[src/nsi_map.svh]
`ifndef NSI_MAP_SVH
`define NSI_MAP_SVH

// Clock rate and heartbeat window
`define NSI_CLK_MHZ 250
`define NSI_HB_TIMEOUT_MS 200
`define NSI_HB_CYCLES (`NSI_HB_TIMEOUT_MS * 1000 * `NSI_CLK_MHZ)

// Counts and widths
`define NSI_NUM_SW 4
`define NSI_NUM_DOUT 6
`define NSI_NUM_RELAY_DOUT 4
`define NSI_NUM_GATES 6
`define NSI_HB_CNT_W 26

`endif

[src/nsi_pkg.sv]
`include "nsi_map.svh"

package nsi_pkg;
    // Reasons the stop latched, kept for diagnostics
    typedef struct packed {
        logic sw;
        logic net;
        logic hb;
        logic pwr;
    } nsi_cause_t;

    // Network side inputs, one-cycle pulses from the same clock domain
    typedef struct packed {
        logic stop_cmd;
        logic start_cmd;
        logic hb_left;
        logic hb_right;
    } nsi_net_in_t;

    // Interlock sequencer states
    typedef enum logic [3:0] {
        NSI_RUN = 4'b0001,
        NSI_GATE_OFF = 4'b0010,
        NSI_STOPPED = 4'b0100,
        NSI_SAVE = 4'b1000
    } nsi_state_t;
endpackage
[src/nsi_interlock.sv]
// Notes on behaviour
// (RULE_01) No start generated or accepted while any stop switch is in emergency position; the code blocks a start only for switches set in sw_assigned.
// (RULE_02) Returning a switch to normal never restarts nor creates a start command.
// (RULE_03) All assigned switches must be normal before any start is issued or honoured.
// (RULE_04) Stops from network supervisor and local switches are both accepted.
// (RULE_05) I/O variant: stop drops the relay powering four of six outputs.
// (RULE_06) Relay-fed outputs stay unpowered while stopped, whatever the logical value.
// (RULE_07) Motor variant: gates go non-conducting first, then commutation is suspended.
// (RULE_08) While stopped, pre-stop state is held and status stays readable.
// (RULE_09) On falling supply with stop enabled, state is saved to non-volatile memory.
// (RULE_10) After power returns, stop group stays stopped until a start command.
// (RULE_11) With stop disabled, run immediately after power-up without any start.
// (RULE_12) A received stop holds motion and outputs stopped until a separate start.
// (RULE_13) Missing neighbour heartbeat for 200 ms disables gates and broadcasts stop.
// (RULE_14) On start, resume the transfer and tracking held at stop time.
`timescale 1ns/1ps
`default_nettype none
`include "nsi_map.svh"

module nsi_interlock #(
    parameter int NUM_SW = `NSI_NUM_SW,
    parameter int NUM_GATES = `NSI_NUM_GATES,
    parameter int TRACK_W = 16,
    parameter int HB_CYCLES = `NSI_HB_CYCLES,
    parameter bit IO_VARIANT = 1'b0
) (
    // Clock and reset
    input wire logic clk,
    input wire logic rst,
    // Configuration straps
    input wire logic stop_enable,
    input wire logic [NUM_SW-1:0] sw_assigned,
    // Maintained stop switches (high = emergency) and start buttons, asynchronous pins
    input wire logic [NUM_SW-1:0] sw_emergency,
    input wire logic start_button,
    // Supply monitor pin, high while supply is falling
    input wire logic power_fail,
    // Network side, same clock domain
    input wire nsi_pkg::nsi_net_in_t net_in,
    output logic net_stop_bcast,
    // Motor stage
    input wire logic [NUM_GATES-1:0] gate_req,
    output logic [NUM_GATES-1:0] gate_drive,
    output logic commutate_en,
    // Output module stage
    input wire logic [`NSI_NUM_DOUT-1:0] dout_logical,
    output logic [`NSI_NUM_DOUT-1:0] dout_pin,
    output logic out_relay_on,
    // Tracking state from the transfer logic, and the copy held or restored
    input wire logic [TRACK_W-1:0] track_live,
    input wire logic [TRACK_W-1:0] track_nv,
    input wire logic track_nv_valid,
    output logic [TRACK_W-1:0] track_held,
    output logic track_resume,
    // Non-volatile save port
    output logic nv_save_req,
    output logic [TRACK_W-1:0] nv_save_data,
    input wire logic nv_save_done,
    // Status visible over the network
    output logic stopped,
    output nsi_pkg::nsi_cause_t stop_cause,
    output logic [NUM_SW-1:0] sw_status
);
    import nsi_pkg::*;

    typedef struct packed {
        logic [NUM_SW-1:0] sw_m;
        logic [NUM_SW-1:0] sw_s;
        logic btn_m;
        logic btn_s;
        logic btn_d;
        logic pf_m;
        logic pf_s;
        logic init_done;
        logic [`NSI_HB_CNT_W-1:0] hb_l_cnt;
        logic [`NSI_HB_CNT_W-1:0] hb_r_cnt;
        nsi_state_t state;
        nsi_cause_t cause;
        logic saved;
        logic [TRACK_W-1:0] held;
        logic resume;
        logic bcast;
        logic [NUM_GATES-1:0] gates;
        logic comm;
        logic relay;
        logic [`NSI_NUM_DOUT-1:0] dout;
        logic nv_req;
        logic stop_o;
    } nsi_st_t;

    localparam logic [`NSI_HB_CNT_W-1:0] HB_LIMIT = `NSI_HB_CNT_W'(HB_CYCLES - 1);

    nsi_st_t st_reg;
    nsi_st_t st_next;
    logic any_emerg;
    logic start_ok;
    logic stop_now;
    logic hb_lost;

    // Qualify a start: never while an assigned switch is in emergency position
    function automatic logic all_normal(input logic [NUM_SW-1:0] sw, input logic [NUM_SW-1:0] asg);
        all_normal = ~|(sw & asg);
    endfunction

    always_comb begin
        st_next = st_reg;
        // Pins pass two flops before use
        st_next.sw_m = sw_emergency;
        st_next.sw_s = st_reg.sw_m;
        st_next.btn_m = start_button;
        st_next.btn_s = st_reg.btn_m;
        st_next.btn_d = st_reg.btn_s;
        st_next.pf_m = power_fail;
        st_next.pf_s = st_reg.pf_m;
        st_next.resume = 1'b0;
        st_next.bcast = 1'b0;

        any_emerg = ~all_normal(st_reg.sw_s, sw_assigned);
        // Start is an edge of the button or a network pulse, gated by every assigned switch
        start_ok = (net_in.start_cmd | (st_reg.btn_s & ~st_reg.btn_d))
                   & ~any_emerg; // [RULE_01] [RULE_03]

        // Heartbeat watchdogs, one per neighbour ring
        hb_lost = 1'b0;
        if (net_in.hb_left || st_reg.state != NSI_RUN) begin
            st_next.hb_l_cnt = '0;
        end else if (st_reg.hb_l_cnt == HB_LIMIT) begin
            hb_lost = 1'b1; // [RULE_13]
        end else begin
            st_next.hb_l_cnt = st_reg.hb_l_cnt + 1'b1;
        end
        if (net_in.hb_right || st_reg.state != NSI_RUN) begin
            st_next.hb_r_cnt = '0;
        end else if (st_reg.hb_r_cnt == HB_LIMIT) begin
            hb_lost = 1'b1; // [RULE_13]
        end else begin
            st_next.hb_r_cnt = st_reg.hb_r_cnt + 1'b1;
        end
        hb_lost = hb_lost & stop_enable;

        // Local switch and supervisor stop both accepted
        stop_now = stop_enable & (any_emerg | net_in.stop_cmd | hb_lost); // [RULE_04]

        // Power-up: disabled runs at once, enabled waits for a start
        if (!st_reg.init_done) begin
            st_next.init_done = 1'b1;
            if (stop_enable) begin
                st_next.state = NSI_GATE_OFF; // [RULE_10]
                st_next.cause.pwr = 1'b1;
                if (track_nv_valid) begin
                    st_next.held = track_nv;
                end
            end else begin
                st_next.state = NSI_RUN; // [RULE_11]
            end
        end else begin
            unique case (st_reg.state)
                NSI_RUN: begin
                    if (stop_enable && st_reg.pf_s) begin
                        st_next.held = track_live;
                        st_next.state = NSI_SAVE;
                    end else if (stop_now) begin
                        st_next.held = track_live; // [RULE_08]
                        st_next.cause.sw = any_emerg;
                        st_next.cause.net = net_in.stop_cmd;
                        st_next.cause.hb = hb_lost;
                        st_next.bcast = hb_lost; // [RULE_13]
                        st_next.state = NSI_GATE_OFF;
                    end
                end
                NSI_GATE_OFF: begin
                    // Gates already off this cycle; sequencer halts next
                    st_next.state = NSI_STOPPED; // [RULE_07]
                end
                NSI_STOPPED: begin
                    if (stop_enable && st_reg.pf_s && !st_reg.saved) begin
                        st_next.state = NSI_SAVE;
                    end else if (start_ok && !net_in.stop_cmd) begin
                        // Only an explicit start returns to run; switch release alone does not
                        st_next.state = NSI_RUN; // [RULE_02] [RULE_12]
                        st_next.resume = 1'b1; // [RULE_14]
                        st_next.cause = '0;
                        st_next.saved = 1'b0;
                    end
                end
                NSI_SAVE: begin
                    if (nv_save_done) begin
                        st_next.saved = 1'b1; // [RULE_09]
                        st_next.state = NSI_STOPPED;
                    end
                end
            endcase
        end
        st_next.nv_req = (st_next.state == NSI_SAVE);
        // Status flag registered so the port comes straight from a flop
        st_next.stop_o = (st_next.state != NSI_RUN);

        // Output stage: gates forced off and relay dropped outside run
        if (st_next.state == NSI_RUN) begin
            st_next.gates = gate_req;
            st_next.comm = 1'b1;
            st_next.relay = 1'b1;
        end else begin
            st_next.gates = '0; // [RULE_07]
            st_next.relay = 1'b0; // [RULE_05]
            st_next.comm = (st_reg.state == NSI_RUN) ? 1'b1 : 1'b0; // [RULE_07]
        end
        if (!IO_VARIANT) begin
            st_next.relay = 1'b0;
        end
        st_next.dout = dout_logical;
        for (int i = 0; i < `NSI_NUM_RELAY_DOUT; i++) begin
            st_next.dout[i] = dout_logical[i] & st_next.relay; // [RULE_06]
        end
    end

    // Single state register
    always_ff @(posedge clk or posedge rst) begin
        if (rst) begin
            st_reg <= '0;
            st_reg.state <= NSI_GATE_OFF;
            st_reg.stop_o <= 1'b1;
        end else begin
            st_reg <= st_next;
        end
    end

    // Outputs straight from flops
    assign net_stop_bcast = st_reg.bcast;
    assign gate_drive = st_reg.gates;
    assign commutate_en = st_reg.comm;
    assign dout_pin = st_reg.dout;
    assign out_relay_on = st_reg.relay;
    assign track_held = st_reg.held;
    assign track_resume = st_reg.resume;
    assign nv_save_req = st_reg.nv_req;
    assign nv_save_data = st_reg.held;
    assign stopped = st_reg.stop_o;
    assign stop_cause = st_reg.cause;
    assign sw_status = st_reg.sw_s; // [RULE_08]
endmodule
`default_nettype wire

[config.mk]
export PLATFORM = sky130hd
export DESIGN_NAME = nsi_interlock
export DESIGN_NICKNAME = d
export VERILOG_FILES = /design/src/nsi_pkg.sv /design/src/nsi_interlock.sv
export VERILOG_INCLUDE_DIRS = /design/src
export SDC_FILE = /design/constraint.sdc
export NUM_CORES = 1
export LEC_CHECK = 0
export ABC_AREA = 1
export BUFFER_PORTS_ARGS = -buffer_cell sky130_fd_sc_hd__buf_2
export CAP_MARGIN = 40
export CORE_MARGIN = 2
export CORE_UTILIZATION = 40
export DETAILED_ROUTE_END_ITERATION = 8
export SETUP_SLACK_MARGIN = 0.1
export SYNTH_ARGS = -nofsm -noshare
export SYNTH_HDL_FRONTEND = slang
export SYNTH_SLANG_ARGS = --single-unit
[constraint.sdc]
create_clock -name clk -period 3.7 [get_ports clk]
set_input_delay 0.185 -clock clk [delete_from_list [all_inputs] [get_ports clk]]
set_output_delay 0.185 -clock clk [all_outputs]
set_load 0.01 [all_outputs]
======== Word-level counts from Yosys, hierarchy flattened ========
Index checks and enable logic that the tools add are counted.
word-level totals
  input port bits ......................... 63
  logic and storage cells ................. 113
  output and inout port bits .............. 58
  register bits ........................... 104
operators by class
  equal/unequal tests ..................... 22
  add/sub/neg operators ................... 2
  reduce and logical (&&, ||, !) cells .... 16
  muxes and demuxes ....................... 39
  bitwise gates (word level) .............. 10
operators with widths
  operator                                                                 number
  26-bit 2-to-1 mux                                                        4
  16-bit 2-to-1 mux                                                        6
  26-bit by 1-bit adder with 26-bit output, second input constant          2
  26-bit equality test, second input constant                              2
  4-bit 2-to-1 mux                                                         4
  2-bit inequality test, second input constant                             8
  4-bit case mux with 4 select lines                                       1
  1-bit 2-to-1 mux                                                         15
  9-bit 2-to-1 mux                                                         1
  4-bit by 1-bit equality test with 1-bit output, second input constant    2
  4-bit equality test, second input constant                               2
  8-bit 2-to-1 mux                                                         1
  4-bit by 1-bit inequality test with 1-bit output, second input constant  2
  4-bit AND reduction                                                      2
  2-bit nonzero test                                                       4
  7-bit 2-to-1 mux                                                         1
  2-bit by 1-bit inequality test with 1-bit output, second input constant  3
  3-bit case mux with 2 select lines                                       1
  6-bit AND reduction                                                      1
  5-bit 2-to-1 mux                                                         1
  5-bit AND reduction                                                      1
  1-bit bitwise AND                                                        4
  4-bit bitwise AND                                                        1
  4-bit by 2-bit equality test with 1-bit output, second input constant    1
  11 further kinds                                                         19

======== Logic depth before layout (Yosys ltp) ========
Gate-level depths: netlist of run 1.
  depth after elaboration ................. 14
  gate-level depth with buffers ........... 14
  depth with buffers taken out ............ 13

======== Least setup slack after synthesis of run 1 ========
OpenSTA, ideal clock, no wires.
  path type ............................... flip-flop to flip-flop
  start ................................... register st_reg[69] in the netlist's numbering
  end ..................................... register st_reg (netlist bit nv_save_data[10])
  setup time .............................. 119 ps
  stages on the path, launching flop included .. 15
  clock period less this slack ............ 1818 ps
  data arrival time ....................... 1699 ps
  data required time ...................... 3581 ps
  buffers on the path ..................... 1
  setup slack ............................. 1882 ps
  path through ............................ dfrtp_1 -> ha_1 -> nand2_2 -> nor2_4 -> nand2_2 -> nor2_4 -> nand3_4 -> nand3_2 -> nand2_4 -> nand2_2 -> nand2_2 -> nand2_4 -> buf_8 -> o21ai_2 -> o21a_1
between the ends
  longest elaborated chain between the ends .. 10
RTL lines
  what                                                          RTL line              RTL
  start, declared                                               nsi_interlock.sv:93   nsi_st_t st_reg;
  start signal, assigned                                        nsi_interlock.sv:224  st_reg <= st_next;
  26-bit equality test *                                        nsi_interlock.sv:127  end else if (st_reg.hb_l_cnt == HB_LIMIT) begin
  1-bit 2-to-1 mux *                                            nsi_interlock.sv:127
  1-bit 2-to-1 mux *                                            nsi_interlock.sv:125  if (net_in.hb_left || st_reg.state != NSI_RUN) begin
  1-bit 2-to-1 mux                                              nsi_interlock.sv:134  end else if (st_reg.hb_r_cnt == HB_LIMIT) begin
  1-bit 2-to-1 mux *                                            nsi_interlock.sv:132  if (net_in.hb_right || st_reg.state != NSI_RUN) begin
  1-bit bitwise AND *                                           nsi_interlock.sv:139  hb_lost = hb_lost & stop_enable;
  1-bit bitwise OR *                                            nsi_interlock.sv:142  stop_now = stop_enable & (any_emerg | net_in.stop_cmd | hb_lost);
  1-bit bitwise AND *                                           nsi_interlock.sv:142
  3-bit by 1-bit inequality test with 1-bit output (no line) *  n/a
  4-bit AND reduction (no line) *                               n/a
Every way passes the cells marked *; elsewhere a longest branch is shown, timed or not.
A chain may end at the register's enable or synchronous reset.

======== Worst setup path after layout of run 1 ========
  start ................................... register st_reg[69] in the netlist's numbering
  end ..................................... register st_reg (netlist bit nv_save_data[14])
The elaborated chain is that of the path after synthesis.

==> results of run 1 <==
-- cell families after synthesis --
family / count (synthesis) / share of synthesized area
compound gates: 123 / 0.1343
xor+xnor: 3 / 0.004765
fa+ha+maj: 2 / 0.004536
buf+inv: 144 / 0.1382
flops: 104 / 0.4723
other cells: 2 / 0.001362
simple gates: 271 / 0.2446
-- per-stage QoR --
stage	total power [W]	hold WS (ns)	std cells	instance area [sq um]
after floorplan	0.001777	0.2164	653	5530
after global placement	0.001806	0.2938	880	5873
after detailed placement	0.001819	0.2325	881	5901
after CTS	0.002789	0.04346	906	6284
after global routing	0.002916	0.05413	906	6284
final	0.002754	0.05005	906	6284
-- layout make-up --
class,instances,area share
clock inverter,2,0.006173
clock buffer,14,0.04042
timing repair buffer,124,0.1107
multi-input combinational,405,0.3443
inverter,81,0.04879
tap,176,0.03505
sequential,104,0.4146
-- routing by layer --
| metal | up-vias | global-route usage | routed length (um) |
|---|---|---|---|
| li1 | 2202 | - | - |
| met1 | 2047 | 0.2137 | 5270 |
| met2 | 116 | 0.2777 | 5388 |
| met3 | 13 | 0.02585 | 598 |
| met4 | 0 | 0.07040 | 191 |
| met5 | - | 0 | 0 |
-- what timing repair did --
action	CTS	global route
hold buffers	9	0
endpoints found under the hold margin	38	0
buffers inserted	0	0
setup endpoints to repair	0	0
-- cell usage in the layout, fill, tap and decap left out, drive strengths merged, types with 4 or more instances in the layout --
cell	Yosys	routed
buf	56	115
dfrtp	102	102
nor4	4	4
nor2	100	100
a211oi	5	5
inv	80	81
o21a	16	16
conb	2	6
nand4	11	11
a31oi	5	5
dlygate4sd3	0	9
nor3	24	24
nand2	100	100
o21ai	57	57
a21oi	35	35
nand3	30	30
clkbuf	7	14
-- path summary, 6_finish.rpt --
path	startpoint	end	cells after the start	slack, ns
max reg2reg	st_reg[69]$_DFFE_PP0P_	nv_save_data[14]$_DFFE_PP0P_	13	1.38
min reg2reg	st_next[104]$_DFF_PP0_	sw_status[3]$_DFF_PP0_	0	0.35
max	st_reg[69]$_DFFE_PP0P_	nv_save_data[14]$_DFFE_PP0P_	13	1.38
min in group asynchronous	rst	st_reg[67]$_DFFE_PP0P_	3	0.39
max in group asynchronous	rst	stopped$_DFF_PP1_	5	2.32
min	gate_req[3]	gate_drive[3]$_DFF_PP0_	3	0.05
-- report_power, final --
part / switching (W) / leakage (nW) / total [W] / internal, W
logic: 0.000296 / 1.36 / 0.000504 / 0.000207
registers: 0.0000596 / 1.34 / 0.00129 / 0.00123
clock network: 0.000409 / 0.141 / 0.000956 / 0.000547
-- worst reg2reg max path, cell delays in order, from the launching register on --
cell	delay, ns
dfrtp_1	0.42
ha_1	0.23
nand2_2	0.09
nor2_4	0.18
nand2_2	0.11
nor2_4	0.12
nand3_4	0.14
nand3_2	0.12
nand2_4	0.07
nand2_2	0.06
nand2_2	0.06
nand2_4	0.31
o21ai_0	0.17
o21a_1	0.13
==> qor.yml, run 1 <==
yosys:
  ys_warn_count: 0
  yosysMostFrequentCell: "dfrtp_1"
  synth-main-ff-cell: "dfrtp_1"
  syn_inst: 649
  synth_top_area_frac: 0.4628
  synth_edf_count: 0
  synthArstFlopShare: 1.000
  ys_seq_elements: 104
  synth_top_cell_by_area: "dfrtp_1"
  synth_area_sq_mm: 0.005515
  seq_area_frac_synth: 0.4723
  ys_types: 40
  avgSynthCellArea_sq_um: 8.498
  ys_top_cells_by_count: "dfrtp_1, nand2_1, nor2_1"
  synth_area_leaders: "dfrtp_1, buf_4, nand2_1"
die:
  rows: 42
  die_w_um: 121.4
  io_pins: 121
  initial_utilization: 0.4132
  die_h_um: 121.4
  core_sq_mm: 0.01335
  die-area_sq_mm: 0.01474
worst_setup_path:
  max_stage_delay_ns: 0.42
  crit_chain: "ha_1, nand2_2, nor2_4, nand2_2, nor2_4, nand3_4, nand3_2, nand2_4, nand2_2, nand2_2, nand2_4, o21ai_0, o21a_1"
  critical_path_class: "reg2reg"
  cp_max_fo: 32
  cp_slowest_cell: "dfrtp_1"
  crit_buf_inv: 0
  crit_path_end_kind: "register"
  crit_arrival_ns: 2.56
  critPathTopFamily: "simple AND/OR/NAND/NOR gates"
  required_ns: 3.95
  cp-start-kind: "register"
  path_common_cell: "nand2_2"
min_path:
  hold_class: "in2reg"
placement:
  port_buffers: 111
  hpwl_um: 8417
  dpl_worst_slack_ns: 1.365
  gp_congestion: 0.8946
cts:
  cts_max_level: 3
  cts.sinks: 104
  cts_buffers: 9
  ctsLongestPathBuffers: 2
  cts_tree: "done"
  cts_root_buffer: "clkbuf_16"
  path_clk_slew_ns: 0.07
  postCtsResizedCells: 0
  clock_latency_ns: 0.35
layout:
  drive_above_1_share: 0.2644
  fillers: 1275
  area_growth_pct: 13.93
  layout.nets: 790
  seq_area_sq_mm: 0.002605
  multi_input_area_sq_mm: 0.002163
  fin_util: 0.4708
  largest_register_ffs: 60
  diodes: 0
timing:
  rsz0062_at_grt: "no"
  hold_viol: 0
  setup-tns-final_ns: 0
  layout_worst_path_cycle_share: 0.6258
  fmax_ghz: 0.4319
  min_period_ns: 2.315
  finalMaxSlewViolations: 0
  tightest_slew_ns: 0.6453
  max_slew_margin: 0.5658
  setup_ws_ns: 1.385
  clock_skew_ns: 0.008345
  setup_viol: 0
pwr:
  vdd_drop_max_uv: 217.5
  p_leak_nw: 2.837
  power_density_mw_per_mm2: 438.2
run:
  drv_cap: 0
routing:
  detailedRoute.firstPassIterationCount: 5
  drc: 0
  vias: 4378
  postRouteWirelength_um: 11450
  antenna_left: 0
  wire_per_inst_um: 12.64
  avgViaCountPerCell: 4.832
  dr.first_iter.drc_count: 256
global_route:
  grt_antenna_before_repair: 0
  track_usage: 0.1659
  grt_overflow: 0
  grt_pass1_vias: 4326
  grt_max_degree: 55
  grt_pass1_wl_um: 19620
run_status:
  status: "finished, final reports clean"
No activity file was read; power rests on OpenSTA's default activity.
==> run 2, diff against run 1 <==
==> constraint.sdc (replaced) <==
create_clock -name clk -period 2 [get_ports clk]
set_input_delay 0.1 -clock clk [delete_from_list [all_inputs] [get_ports clk]]
set_output_delay 0.1 -clock clk [all_outputs]
set_load 0.01 [all_outputs]
==> run 2 against run 1 <==
Maximum frequency rose by 19%. Combinational power up 120%. Non-clock buffer count rose by 44. Worst hold slack worse by 0.029 ns. Core utilization is 5.0 points higher. Critical path depth is 1 higher. Via count grew 5.5%. Global-route usage increased by 0.64 points. Critical endpoint is now nv_save_data[2]$_DFFE_PP0P_. Largest cell class unchanged.
==> qor.yml, run 2 (synthesized netlist as in run 1, its figures left out) <==
worst_setup_path:
  cp_max_fo: 6  # -81%
  cp-start-kind: "register"
  critical_path_class: "reg2reg"
  required_ns: 2.25  # -1.70 ns
  crit_arrival_ns: 2.19  # -0.37 ns
  crit_path_end_kind: "register"
  ff2ff_setup_slack_ns: 0.06  # -1.32 ns
timing:
  min_period_ns: 1.940  # -0.3757 ns
  finalMaxSlewViolations: 0  # unchanged
  rsz0062_at_grt: "yes"
  tightest_slew_ns: 0.6664  # +0.02112 ns
  max_slew_margin: 0.5548  # -0.01104
  setup_viol: 0  # unchanged
  fmax_ghz: 0.5156  # +19%
  whs_ns: 0.02109  # -0.02896 ns
  clock_skew_ns: 0.01061  # +0.002261 ns
  setup_ws_ns: 0.06034  # -1.324 ns
  layout_worst_path_cycle_share: 0.9698  # +0.3440
  hold_viol: 0  # unchanged
global_route:
  grt.met1_usage: 0.2238  # +0.01010
  use_met3: 0.03195  # +0.006109
  grt_max_degree: 50  # -9.1%
  grt_overflow: 0  # unchanged
  grt_antenna_before_repair: 0  # unchanged
  track_usage: 0.1723  # +0.006432
  grt_pass1_wl_um: 20360  # +3.8%
  busiest_layer: "met2"
  grt_use_met2: 0.2844  # +0.006671
  grt_pass1_vias: 4388  # +1.4%
layout:
  mostFrequentLayoutCell: "buf_2"
  layout.nets: 835  # +5.7%
  fin_util: 0.5204  # +0.04968
  largest_register_ffs: 60  # unchanged
  area_growth_pct: 25.95
  seq_area_sq_mm: 0.002610  # +0.19%
  instances_no_fill: 949  # +4.7%
  stdcell_area_sq_mm: 0.006947  # +11%
  diodes: 0  # unchanged
  fillers: 1221  # -4.2%
  drive_above_1_share: 0.3441  # +0.07973
  multi_input_area_sq_mm: 0.002385  # +10%
  final_cell_mix: "buf_2, dfrtp_1, nand2_1, nor2_1, inv_1"
die:
  io_pins: 121  # unchanged
  die_h_um: 121.4  # unchanged
  rows: 42  # unchanged
  initial_utilization: 0.4132  # unchanged
  core_sq_mm: 0.01335  # unchanged
  die-area_sq_mm: 0.01474  # unchanged
  die_w_um: 121.4  # unchanged
cts:
  clock_latency_ns: 0.36  # about the same
  cts_buffers: 9  # unchanged
  cts_tree: "done"
  cts_max_level: 3  # unchanged
  ctsLongestPathBuffers: 2  # unchanged
  path_clk_slew_ns: 0.07  # about the same
  cts_root_buffer: "clkbuf_16"
  cts.sinks: 104  # unchanged
routing:
  dr.first_iter.drc_count: 283  # +11%
  avgViaCountPerCell: 4.868  # +0.75%
  antenna_left: 0  # unchanged
  drc: 0  # unchanged
  postRouteWirelength_um: 12420  # +8.5%
  wire_per_inst_um: 13.09  # +3.6%
  detailedRoute.firstPassIterationCount: 4  # -1
  vias: 4620  # +5.5%
placement:
  dp_cells: 901  # +2.3%
  placed_area_sq_mm: 0.006070  # +2.9%
  dpl_worst_slack_ns: -0.002965  # -1.368 ns
  gp_congestion: 0.8953  # about the same
  hpwl_um: 8581  # +1.9%
  port_buffers: 111  # unchanged
min_path:
  hold_class: "in2reg"
run:
  drv_cap: 0  # unchanged
pwr:
  vdd_drop_max_uv: 353.6  # +63%
  power_density_mw_per_mm2: 767.0  # +75%
  p_leak_nw: 3.157  # +11%
run_status:
  status: "finished, final reports clean"
run 2: final timing paths:
kind | start | end | cells after the start
min | net_in[3] | stop_cause[2]$_DFFE_PP0P_ | 3
max | st_reg[70]$_DFFE_PP0P_ | nv_save_data[2]$_DFFE_PP0P_ | 14
min in group asynchronous | rst | st_next[103]$_DFF_PP0_ | 3
min reg2reg | st_next[104]$_DFF_PP0_ | sw_status[3]$_DFF_PP0_ | 0
max reg2reg | st_reg[70]$_DFFE_PP0P_ | nv_save_data[2]$_DFFE_PP0P_ | 14
max in group asynchronous | rst | st_reg[45]$_DFFE_PP0P_ | 4
run 2: report_power, final:
group          switching (W)  internal (W)
sequential          0.000118       0.00229
clock               0.000762       0.00106
combinational       0.000618      0.000482
total                0.00150       0.00383
run 2: metal layers:
metal,vias up,share of wire
li1,2300,-
met1,2198,0.45
met2,109,0.49
met3,13,0.049
met4,0,0.017
met5,-,0
run 2: timing repair:
item	in CTS	in global routing
gates resized for setup	10	53
setup buffers	5	11
setup endpoints to repair	16	46
cloned	2	1
hold buffers	15	0
pin swaps	2	10
hold endpoints to repair	39	0
run 2: layout make-up:
cell class	instances	area share
repair buffers	168	0.1605
flip-flops and latches	104	0.3757
multi-input cells	406	0.3433
well taps	176	0.03170
clock buffers	12	0.03836
clock inverters	2	0.005584
inverters	81	0.04485
run 2: critical path, stage by stage (launching register included):
cell	delay, ns
dfrtp_1	0.36
ha_2	0.19
nand2_2	0.07
nor2_4	0.13
nand2_2	0.09
nor2_4	0.12
nand3_4	0.10
nand3_4	0.09
nand2_8	0.07
nand2_4	0.07
nand2_4	0.08
nand2_8	0.13
clkbuf_16	0.16
o21ai_2	0.05
o21a_1	0.10
run 2: metrics by stage:
stage               power (W)  setup TNS (ns)
CTS                  0.005299               0
detailed placement   0.003410       -0.003003
finish               0.005328               0
floorplan            0.003288               0
global route         0.005597         -0.6690
global placement     0.003383               0
